File: src/pcr_pkg.sv
// pcr_pkg: constants for the power / plug-and-play configuration block
// assumes: byte-wide isa-style host accesses, one 50 MHz clock
package pcr_pkg;

  // ------------------------------------------------------------------
  // clock and widths
  // ------------------------------------------------------------------
  localparam int CLK_MHZ = 50;
  localparam int DW = 8;
  localparam int AW = 16;

  // ------------------------------------------------------------------
  // main register group, page 3 offsets
  // ------------------------------------------------------------------
  localparam logic [AW-1:0] GROUP_SPAN = 16'h0020;
  localparam logic [4:0] OFF_POWER_LED_CONFIG = 5'h06;
  localparam logic [4:0] OFF_CARD_NUMBER_BACKUP = 5'h08;
  localparam logic [4:0] OFF_HALT_CLOCK_SELECT = 5'h09;
  localparam logic [4:0] OFF_INTERRUPT_LINE_MIRROR = 5'h0b;
  localparam logic [4:0] OFF_FLASH_WRITE_UNLOCK = 5'h0c;
  localparam logic [4:0] OFF_DECODE_WIDTH_CONFIG = 5'h0d;

  // power_led_config bit positions
  localparam int BIT_SLEEP = 2;
  localparam int BIT_POWER_DOWN = 1;
  localparam int BIT_INACTIVE = 0;
  // decode_width_config bit position
  localparam int BIT_FULL_DECODE = 0;

  // halt-clock select codes
  localparam logic [DW-1:0] HALT_CODE_RUN = 8'h52;
  localparam logic [DW-1:0] HALT_CODE_STOP = 8'h48;

  // flash unlock sequence
  localparam logic [DW-1:0] UNLOCK_FIRST = 8'h57;
  localparam logic [DW-1:0] UNLOCK_SECOND = 8'ha8;

  // ------------------------------------------------------------------
  // plug-and-play ports and indices
  // ------------------------------------------------------------------
  localparam logic [11:0] PNP_INDEX_PORT = 12'h279;
  localparam logic [11:0] PNP_WRITE_PORT = 12'ha79;
  localparam logic [1:0] PNP_READ_LOW_BITS = 2'b11;
  localparam logic [DW-1:0] IDX_SET_READ_PORT = 8'h00;
  localparam logic [DW-1:0] IDX_CONFIG_CONTROL = 8'h02;
  localparam logic [DW-1:0] IDX_CARD_SELECT = 8'h06;
  localparam logic [DW-1:0] IDX_ACTIVATE = 8'h30;
  localparam int CC_RESET_BIT = 0;
  localparam int CC_RESET_CSN_BIT = 2;

  // reset values
  localparam logic [DW-1:0] RST_BYTE = 8'h00;

  // unlock sequence states
  typedef enum logic [0:0] {
    PCR_UNLOCK_IDLE,
    PCR_UNLOCK_GOT_FIRST
  } pcr_unlock_t;

endpackage

File: src/pcr_power_pnp_regs.sv
// pcr_power_pnp_regs: power-management, decode and plug-and-play port
// logic of an isa network controller.
// assumes: host strobes ior_n / iow_n and sa / sd_in are synchronous to
// clk and held for at least two clock cycles per access; the command
// page register lives outside and reports page 3 on page3_sel.

module pcr_power_pnp_regs
  import pcr_pkg::*;
(
  input wire logic clk,
  input wire logic rstn,
  input wire logic [AW-1:0] sa,
  input wire logic [DW-1:0] sd_in,
  output logic [DW-1:0] sd_out,
  output logic sd_oe,
  input wire logic ior_n,
  input wire logic iow_n,
  input wire logic [AW-1:0] io_base,
  input wire logic page3_sel,
  input wire logic config_write_mode_hi,
  input wire logic config_write_mode_lo,
  input wire logic eeprom_load,
  input wire logic eeprom_power_down,
  input wire logic eeprom_full_decode,
  input wire logic [7:0] interrupt_request_pins,
  input wire logic [2:0] led_in,
  input wire logic coax_led_in,
  output logic [2:0] led_out,
  output logic coax_activity_led,
  output logic net_enable,
  output logic clock_halt,
  output logic main_group_enable,
  output logic boot_rom_enable,
  input wire logic dma_active,
  output logic buffer_memory_select,
  input wire logic flash_wr_req,
  output logic flash_wr_out,
  output logic [DW-1:0] pnp_index,
  output logic pnp_wr_stb,
  output logic [DW-1:0] pnp_wr_data,
  input wire logic [DW-1:0] pnp_rd_data,
  output logic key_stb,
  output logic [DW-1:0] key_data
);

  // ------------------------------------------------------------------
  // local constants
  // ------------------------------------------------------------------
  // led level that turns every led off
  localparam logic [2:0] LED_ALL_OFF = 3'h7;
  // main_offset result for an address outside the group
  localparam logic [4:0] OFF_NONE = 5'h1f;
  // sa bit that keeps the read port inside the 200h-3ffh range
  localparam int RD_PORT_HI_BIT = 9;

  // ------------------------------------------------------------------
  // helpers
  // ------------------------------------------------------------------

  // offset of sa inside the main group, or all ones when outside it
  function automatic logic [4:0] main_offset(input logic [AW-1:0] a,
                                             input logic [AW-1:0] base,
                                             input logic full);
    logic [AW-1:0] rel;
    rel = full ? (a - base) : {6'h00, a[9:0] - base[9:0]};
    if (rel < GROUP_SPAN) begin
      main_offset = rel[4:0];
    end else begin
      main_offset = OFF_NONE;
    end
  endfunction

  // 12-bit port compare used for the fixed pnp ports
  function automatic logic port_hit(input logic [AW-1:0] a,
                                    input logic [11:0] port);
    port_hit = (a[11:0] == port);
  endfunction

  // ------------------------------------------------------------------
  // state
  // ------------------------------------------------------------------
  logic iow_n_q, ior_n_q;
  logic sleep_q, sleep_d;
  logic power_down_bit_q, power_down_bit_d;
  logic halt_q, halt_d;
  logic full_q, full_d;
  logic active_q, active_d;
  logic [DW-1:0] csn_q, csn_d;
  logic [DW-1:0] rdport_q, rdport_d;
  logic [DW-1:0] index_q, index_d;
  pcr_unlock_t unlock_q, unlock_d;
  logic flash_en_q, flash_en_d;
  logic [DW-1:0] sd_out_q, sd_out_d;
  logic rd_act_q, rd_act_d;
  logic pnp_wr_stb_q, pnp_wr_stb_d;
  logic [DW-1:0] pnp_wr_data_q, pnp_wr_data_d;
  logic key_stb_q, key_stb_d;
  logic [DW-1:0] key_data_q, key_data_d;
  logic [2:0] led_q, led_d;
  logic coax_q, coax_d;
  logic bms_q, bms_d;
  logic flash_wr_q, flash_wr_d;

  // ------------------------------------------------------------------
  // access decode
  // ------------------------------------------------------------------
  logic wr_edge, rd_edge, mode_ok, halted, main_open;
  logic [4:0] moff;
  logic pg3, idx_wr, dat_wr, pnp_rd;

  assign wr_edge = iow_n_q & ~iow_n;
  assign rd_edge = ior_n_q & ~ior_n;
  assign mode_ok = config_write_mode_hi & config_write_mode_lo;
  assign halted = power_down_bit_q & halt_q;
  // main group closed while inactive or clock halted
  assign main_open = active_q & ~halted;
  assign moff = main_offset(sa, io_base, full_q);
  assign pg3 = page3_sel & (moff != OFF_NONE);
  // fixed write-only ports and relocatable read port
  assign idx_wr = wr_edge & port_hit(sa, PNP_INDEX_PORT);
  assign dat_wr = wr_edge & port_hit(sa, PNP_WRITE_PORT);
  // read port only answers in the upper half of the ten-bit range, so an
  // unprogrammed read port (index 00 still zero) cannot grab low addresses
  assign pnp_rd = sa[RD_PORT_HI_BIT] &
                  (sa[9:0] == {rdport_q, PNP_READ_LOW_BITS});

  // ------------------------------------------------------------------
  // pnp ports and bus read path
  // ------------------------------------------------------------------

  // index latch, data writes to the selected index, read mux
  always_comb begin
    index_d = index_q;
    csn_d = csn_q;
    rdport_d = rdport_q;
    active_d = active_q;
    pnp_wr_stb_d = 1'b0;
    pnp_wr_data_d = pnp_wr_data_q;
    key_stb_d = 1'b0;
    key_data_d = key_data_q;
    sd_out_d = sd_out_q;
    rd_act_d = rd_act_q & ~ior_n;
    if (idx_wr) begin
      index_d = sd_in;
      key_stb_d = 1'b1;
      key_data_d = sd_in;
    end
    // index stays put, so data accesses may repeat freely
    if (dat_wr) begin
      pnp_wr_stb_d = 1'b1;
      pnp_wr_data_d = sd_in;
      unique case (index_q)
        IDX_SET_READ_PORT: rdport_d = sd_in;
        IDX_CARD_SELECT: csn_d = sd_in;
        IDX_ACTIVATE: active_d = sd_in[0];
        IDX_CONFIG_CONTROL: begin
          if (sd_in[CC_RESET_BIT]) begin
            active_d = 1'b0;
          end
          if (sd_in[CC_RESET_CSN_BIT]) begin
            csn_d = RST_BYTE;
          end
        end
        default: ;
      endcase
    end
    if (rd_edge && pnp_rd) begin
      rd_act_d = 1'b1;
      unique case (index_q)
        IDX_SET_READ_PORT: sd_out_d = rdport_q;
        IDX_CARD_SELECT: sd_out_d = csn_q;
        IDX_ACTIVATE: sd_out_d = {7'h00, active_q};
        default: sd_out_d = pnp_rd_data;
      endcase
    end else if (rd_edge && pg3 && main_open) begin
      rd_act_d = 1'b1;
      unique case (moff)
        OFF_POWER_LED_CONFIG: begin
          sd_out_d = RST_BYTE;
          sd_out_d[BIT_SLEEP] = sleep_q;
          sd_out_d[BIT_POWER_DOWN] = power_down_bit_q;
          sd_out_d[BIT_INACTIVE] = ~active_q;
        end
        OFF_CARD_NUMBER_BACKUP: sd_out_d = csn_q;
        OFF_INTERRUPT_LINE_MIRROR: begin
          sd_out_d = interrupt_request_pins;
        end
        OFF_DECODE_WIDTH_CONFIG: begin
          sd_out_d = RST_BYTE;
          sd_out_d[BIT_FULL_DECODE] = full_q;
        end
        default: begin
          rd_act_d = 1'b0; // write-only or unmapped: no drive
        end
      endcase
    end
  end

  // registers of the port and read path
  always_ff @(posedge clk or negedge rstn) begin
    if (!rstn) begin
      index_q <= RST_BYTE;
      csn_q <= RST_BYTE;
      rdport_q <= RST_BYTE;
      active_q <= 1'b0;
      pnp_wr_stb_q <= 1'b0;
      pnp_wr_data_q <= RST_BYTE;
      key_stb_q <= 1'b0;
      key_data_q <= RST_BYTE;
      sd_out_q <= RST_BYTE;
      rd_act_q <= 1'b0;
      iow_n_q <= 1'b1;
      ior_n_q <= 1'b1;
    end else begin
      index_q <= index_d;
      csn_q <= csn_d;
      rdport_q <= rdport_d;
      active_q <= active_d;
      pnp_wr_stb_q <= pnp_wr_stb_d;
      pnp_wr_data_q <= pnp_wr_data_d;
      key_stb_q <= key_stb_d;
      key_data_q <= key_data_d;
      sd_out_q <= sd_out_d;
      rd_act_q <= rd_act_d;
      iow_n_q <= iow_n;
      ior_n_q <= ior_n;
    end
  end

  // ------------------------------------------------------------------
  // power management, decode strap and flash unlock
  // ------------------------------------------------------------------
  logic mwr;
  assign mwr = wr_edge & pg3;

  always_comb begin
    sleep_d = sleep_q;
    power_down_bit_d = power_down_bit_q;
    halt_d = halt_q;
    full_d = full_q;
    unlock_d = unlock_q;
    flash_en_d = flash_en_q;
    // straps caught after reset release
    if (eeprom_load) begin
      power_down_bit_d = eeprom_power_down;
      full_d = eeprom_full_decode;
    end
    // power config: both write-mode bits needed; reserved bit not stored
    if (mwr && main_open && moff == OFF_POWER_LED_CONFIG && mode_ok) begin
      sleep_d = sd_in[BIT_SLEEP];
      power_down_bit_d = sd_in[BIT_POWER_DOWN];
    end
    // halt-clock: open even while inactive or halted
    if (mwr && moff == OFF_HALT_CLOCK_SELECT && power_down_bit_q) begin
      if (sd_in == HALT_CODE_RUN) begin
        halt_d = 1'b0;
      end else if (sd_in == HALT_CODE_STOP) begin
        halt_d = 1'b1;
      end
    end
    // two-byte unlock; any other byte relocks
    if (mwr && main_open && moff == OFF_FLASH_WRITE_UNLOCK && mode_ok) begin
      unique case (unlock_q)
        PCR_UNLOCK_IDLE: begin
          flash_en_d = 1'b0;
          unlock_d = (sd_in == UNLOCK_FIRST) ? PCR_UNLOCK_GOT_FIRST
                                               : PCR_UNLOCK_IDLE;
        end
        PCR_UNLOCK_GOT_FIRST: begin
          flash_en_d = (sd_in == UNLOCK_SECOND);
          unlock_d = PCR_UNLOCK_IDLE;
        end
      endcase
    end
  end

  // power and unlock registers
  always_ff @(posedge clk or negedge rstn) begin
    if (!rstn) begin
      sleep_q <= 1'b0;
      power_down_bit_q <= 1'b0;
      halt_q <= 1'b0;
      full_q <= 1'b0;
      unlock_q <= PCR_UNLOCK_IDLE;
      flash_en_q <= 1'b0;
    end else begin
      sleep_q <= sleep_d;
      power_down_bit_q <= power_down_bit_d;
      halt_q <= halt_d;
      full_q <= full_d;
      unlock_q <= unlock_d;
      flash_en_q <= flash_en_d;
    end
  end

  // ------------------------------------------------------------------
  // pin outputs
  // ------------------------------------------------------------------

  // led forcing, buffer standby and flash gating
  always_comb begin
    led_d = led_in;
    coax_d = coax_led_in;
    if (power_down_bit_q) begin
      led_d = LED_ALL_OFF;
      coax_d = 1'b0;
    end else if (sleep_q) begin
      led_d = LED_ALL_OFF;
    end
    bms_d = ~dma_active;
    flash_wr_d = flash_wr_req & flash_en_q;
  end

  // output flops
  always_ff @(posedge clk or negedge rstn) begin
    if (!rstn) begin
      led_q <= LED_ALL_OFF;
      coax_q <= 1'b0;
      bms_q <= 1'b1;
      flash_wr_q <= 1'b0;
    end else begin
      led_q <= led_d;
      coax_q <= coax_d;
      bms_q <= bms_d;
      flash_wr_q <= flash_wr_d;
    end
  end

  assign led_out = led_q;
  assign coax_activity_led = coax_q;
  assign buffer_memory_select = bms_q;
  assign flash_wr_out = flash_wr_q;
  // network keeps running in sleep, stops in power-down
  assign net_enable = ~power_down_bit_q;
  assign clock_halt = halted;
  assign main_group_enable = main_open;
  assign boot_rom_enable = main_open;
  assign sd_out = sd_out_q;
  assign sd_oe = rd_act_q;
  assign pnp_index = index_q;
  assign pnp_wr_stb = pnp_wr_stb_q;
  assign pnp_wr_data = pnp_wr_data_q;
  assign key_stb = key_stb_q;
  assign key_data = key_data_q;

endmodule

File: config.mk
export PLATFORM = sky130hd
export DESIGN_NAME = pcr_power_pnp_regs
export DESIGN_NICKNAME = d
export VERILOG_FILES = /design/src/pcr_pkg.sv /design/src/pcr_power_pnp_regs.sv
export SDC_FILE = /design/constraint.sdc
export NUM_CORES = 1
export LEC_CHECK = 0
export BUFFER_PORTS_ARGS = -buffer_cell sky130_fd_sc_hd__buf_4
export CELL_PAD_IN_SITES_DETAIL_PLACEMENT = 0
export CELL_PAD_IN_SITES_GLOBAL_PLACEMENT = 1
export CORE_MARGIN = 3
export CORE_UTILIZATION = 25
export CTS_CLUSTER_DIAMETER = 100
export DETAILED_ROUTE_END_ITERATION = 8
export PLACE_DENSITY = 0.67
export SLEW_MARGIN = 10
export SYNTH_ARGS = -nofsm -noshare
export SYNTH_HDL_FRONTEND = slang
export SYNTH_SLANG_ARGS = --single-unit
File: constraint.sdc
create_clock -name clk -period 6.2 [get_ports clk]
set_input_delay 1.24 -clock clk [delete_from_list [all_inputs] [get_ports clk]]
set_output_delay 1.24 -clock clk [all_outputs]
set_load 0.02 [all_outputs]
# After elaboration in Yosys (flattened, before gate mapping)
# Index checks and enable logic that the tools add are counted.
# word_totals
reg_bits	58
input_bits	72
output_inout_bits	45
wordCells	110
# op_classes
n_addsub	2
magnitude_cmp	1
eq_ne	19
n_mux	25
bitwise	19
n_reduce_logical	23
# op_table
operator	n
$pmux 8 s4	1
$eq 5x4->1 const B	5
$eq 8x7->1 const B	3
$mux 8	3
$pmux 8 s3	1
$lt 16x6->1 const B	1
$mux 16	1
$pmux 8 s2	1
$sub 16x16->16	1
$and 1x1->1	12
$eq 12x10->1 const B	1
$eq 12x12->1 const B	1
$mux 1	12
$eq 10x10->1	1
$logic_and 1x1->1	10
$reduce_bool 2->1	5
$sub 10x10->10	1
$eq 8x2->1 const B	1
$eq 8x3->1 const B	1
$eq 8x6->1 const B	1
$eq 8x8->1 const B	1
$logic_not 8->1	1
$not 1->1	7
$mux 3	2
9 further kinds	15

# Depth between registers and ports, before layout
# depth
depth_word	11
ltp_mapped	13
depth_no_buf	12

# Worst setup path after synthesis
# No wires, ideal clock.
# synth_timing
path_kind	input to register
startpoint	input sa[0]
endpoint	register sd_out_q[1], in the netlist sd_out[1]
setup_time_ns	0.082
arrival_ns	3.934
t_required_ns	6.118
path_slack_ns	2.185
stages	12
n_path_buf	1
path_cell_list	inv_1 > ha_1 > fa_1 > xnor2_1 > nand3b_1 > a221oi_2 > nor2_1 > or4b_1 > o41a_1 > buf_6 > mux2_4 > mux2i_4
# synth_between
elab_chain_cells	10
word_cells_on_any_way	22
cone_classes	2 x add/sub; 1 x order compare; 6 x eq/ne; 5 x mux; 2 x bitwise; 6 x reduce/logical
# synth_rtl
item	line_no	rtl
start: declaration	pcr_power_pnp_regs.sv:12	input wire logic [AW-1:0] sa,
$sub 16x16->16 / $sub 10x10->10 (equally long branches)	pcr_power_pnp_regs.sv:65	rel = full ? (a - base) : {6'h00, a[9:0] - base[9:0]};
$mux 16	pcr_power_pnp_regs.sv:65	
$lt 16x6->1	pcr_power_pnp_regs.sv:66	if (rel < GROUP_SPAN) begin
$mux 5	pcr_power_pnp_regs.sv:66	
$ne 5x5->1	pcr_power_pnp_regs.sv:118	assign pg3 = page3_sel & (moff != OFF_NONE);
$and 1x1->1	pcr_power_pnp_regs.sv:118	
$logic_and 1x1->1 (2 in a row)	pcr_power_pnp_regs.sv:175	end else if (rd_edge && pg3 && main_open) begin
$reduce_bool 2->1 (no source line)	-	
$reduce_and 2->1 (no source line)	-	
end signal: assignment	pcr_power_pnp_regs.sv:223	sd_out_q <= sd_out_d;
end: declaration	pcr_power_pnp_regs.sv:93	logic [DW-1:0] sd_out_q, sd_out_d;
# Several ways; a longest one is shown, not always the timed one. The select of a mux whose other input is x is not followed.
# A chain may end at the register's enable or synchronous reset.

# Final worst setup path
# Ends and elaborated chain as after synthesis.

==> impl_metrics.env <==
export IMPL_cap_violations=0
export IMPL_clkTransAtPathRegs_ns=0.05
export IMPL_rsz0062_at_grt="no"
export IMPL_final_common_cell="buf_4"
export IMPL_die_y_um=132
export IMPL_synthXorXnorAreaFrac=0.0285
export IMPL_synthAdderAreaFrac=0.0519
export IMPL_layout_drive_gt1_share=0.304
export IMPL_synth_area_um2=4000
export IMPL_ys_types=68
export IMPL_postCtsSetupRepairBufs=0
export IMPL_core_um2=15400
export IMPL_path_max_fanout=9
export IMPL_crit_path_end_kind="register"
export IMPL_dp_hpwl_um=10300
export IMPL_hold_ws_ns=0.483
export IMPL_worstPathCellList="buf_4 -> inv_1 -> ha_1 -> fa_1 -> xnor2_1 -> nand3b_1 -> a221oi_2 -> nor2_1 -> or4b_1 -> o41a_1 -> mux2_4 -> mux2i_4"
export IMPL_ctsHoldBuffers=0
export IMPL_nets=642
export IMPL_cpPeakStageDelay_ns=0.51
export IMPL_cts_tree="yes"
export IMPL_dr_pass1_iters=5
export IMPL_synth_warnings=0
export IMPL_antenna_found_initial=0
export IMPL_ir_worst_vdd_mv=0.159
export IMPL_critical_path_required_ns=6.43
export IMPL_post_cts_resize_count=0
export IMPL_final_cell_mix="118 x buf_4, 63 x nand2_1, 52 x dfrtp_1"
export IMPL_grt_ovfl_total=0
export IMPL_min_path_cells=2
export IMPL_insertion_delay_ns=0.32
export IMPL_tightest_slew_ns=0.942
export IMPL_area_growth_pct=33.4
export IMPL_synth_top_family_by_area="simple AND/OR/NAND/NOR gates"
export IMPL_grt_usage=0.146
export IMPL_fmax_mhz=241
export IMPL_start_util=0.259
export IMPL_wirelength_um=13300
export IMPL_vias=3902
export IMPL_die_x_um=132
export IMPL_drtAntennaViolNets=0
export IMPL_period_share=0.668
export IMPL_yosys_area_share_simple=0.221
export IMPL_antenna_cells=0
export IMPL_hold_class="reg2reg"
export IMPL_detail_route_wl_per_cell_um=17.2
export IMPL_synth_edff_count=0
export IMPL_grt_max_degree=59
export IMPL_grt_pass1_vias=3939
export IMPL_drc=0
export IMPL_syn_area_per_cell_um2=8.95
export IMPL_clock_path_buffers=2
export IMPL_ys_seq_area_frac=0.365
export IMPL_cts_root_buf="clkbuf_16"
export IMPL_r2r_cells=7
export IMPL_fillers=1606
export IMPL_worstSetupPathType="in2reg"
export IMPL_cp_buffers_inverters=2
export IMPL_hold_violations=0
export IMPL_drv_slew=0
export IMPL_crit_family="simple AND/OR/NAND/NOR gates"
export IMPL_synth_top_flop_cell="dfrtp_1"
export IMPL_synth_seq_cells=58
export IMPL_io_buffer_count=116
export IMPL_synth_compound_area_frac=0.210
export IMPL_status="finished clean"
export IMPL_synth_area_mux_share=0.0679
export IMPL_cts_max_level=3
export IMPL_ios=117
export IMPL_skew_ns=0.00937
export IMPL_cp_slowest_cell="or4b_1"
export IMPL_synth_async_reset_ratio=1.00
export IMPL_std_cell_rows=45
export IMPL_drt_iter0_drc=273
export IMPL_place_congestion=0.862
export IMPL_arrival_ns=4.38
export IMPL_final_cells=770
export IMPL_worst_setup_path_start_kind="input pin"
export IMPL_post_route_util=0.346
export IMPL_dieArea_um2=17500
export IMPL_placed_cells=754
export IMPL_synth_fp_nets=535
export IMPL_vias_per_cell=5.07
export IMPL_grt_pass1_wl_um=20600
export IMPL_numClockSinks=58
export IMPL_tns_ns=0
export IMPL_cts_buffers=9
export IMPL_post_route_min_period_ns=4.14
export IMPL_maxSlewHeadroom=0.367
export IMPL_p_per_area_nw_per_um2=211
export IMPL_p_leak_nw=2.50
export IMPL_synthCells=447
export IMPL_crit_cells=12
export IMPL_setup_violations=0
[cell families (layout without fill, tap and decap cells)]
kind of cell	count (synthesis)	after routing
multiplexers	23	23
AO/OA/AOI/OAI	116	116
buffers and inverters	46	158
adder cells (fa/ha/maj)	16	16
XOR/XNOR	13	13
flip-flops	58	58
AND/OR/NAND/NOR	175	175
[worst register-to-register path, cell delays in order (launching register included)]
cell and delay [ns]:
dfstp_2 0.50, nor2b_1 0.39, nand3_1 0.21, nor4_1 0.52, nand2_1 0.38, inv_1 0.41, nand2_1 0.36, mux2_2 0.37
[stage by stage]
step | instance area [um2] | setup slack [ns] | power, mW
after floorplan | 4000 | 2.18 | 0.526
after global placement | 5010 | 1.82 | 0.612
after detailed placement | 5010 | 1.74 | 0.613
after CTS | 5330 | 2.08 | 1.14
after global routing | 5330 | 1.80 | 1.17
final | 5330 | 2.06 | 1.13
[sequential cells by signal, summed over array words and instances, names as in the netlist, 3 cells and up]
register     count
key_data         8
csn_q            8
rdport_q         8
led_out          3
sd_out           8
pnp_wr_data      8
[layer usage]
layer  vias to the layer above  GRT usage  part of all wire
met3                        14     0.0426             0.078
met5                         -          0                 0
met2                       167      0.237              0.47
met4                         0     0.0456             0.016
li1                       1862          -                 -
met1                      1859      0.189              0.44
[path summary, 6_finish.rpt]
kind                                       end  slack (ns)            from
worst min-delay path            pnp_wr_data[6]        0.48  pnp_wr_data[6]
worst min register to register  pnp_wr_data[6]        0.48  pnp_wr_data[6]
max in group asynchronous          rdport_q[2]        4.72            rstn
worst max register to register     rdport_q[2]        2.94         iow_n_q
min in group asynchronous             csn_q[4]        0.98            rstn
worst max-delay path                 sd_out[1]        2.06           sa[0]
[area by class of cell]
class	count	area [um2]	area share
inverters	24	90.1	0.0169
clock inverters	1	30.0	0.00563
repair buffers	118	886	0.166
flip-flops and latches	58	1460	0.274
well taps	211	264	0.0495
multi-input cells	343	2320	0.434
clock buffers	15	288	0.0540
[power breakdown]
group	total (mW)	switching [mW]	leakage, nW	internal [mW]
logic	0.220	0.124	1.57	0.0956
clock network	0.517	0.162	0.156	0.355
registers	0.389	0.00332	0.775	0.385
[cells in the mapped netlist (6+ instances only)]
cell | n | share of area
a21oi_1 | 12 | 0.015
a222oi_1 | 10 | 0.025
a22oi_1 | 6 | 0.011
a31oi_1 | 11 | 0.017
and2_1 | 8 | 0.013
buf_4 | 9 | 0.017
clkbuf_1 | 9 | 0.0084
dfrtp_1 | 52 | 0.33
dfstp_2 | 6 | 0.039
ha_1 | 15 | 0.047
inv_1 | 24 | 0.023
mux2_2 | 19 | 0.054
nand2_1 | 63 | 0.059
nand2b_1 | 6 | 0.0094
nand3_1 | 12 | 0.015
nand4_1 | 11 | 0.017
nor2_1 | 27 | 0.025
nor2b_1 | 9 | 0.014
nor3_1 | 13 | 0.016
nor4_1 | 6 | 0.0094
o21a_1 | 7 | 0.013
o21ai_0 | 29 | 0.036
or3_1 | 6 | 0.0094
xnor2_1 | 10 | 0.022
Power figures use the tool's default switching activity.
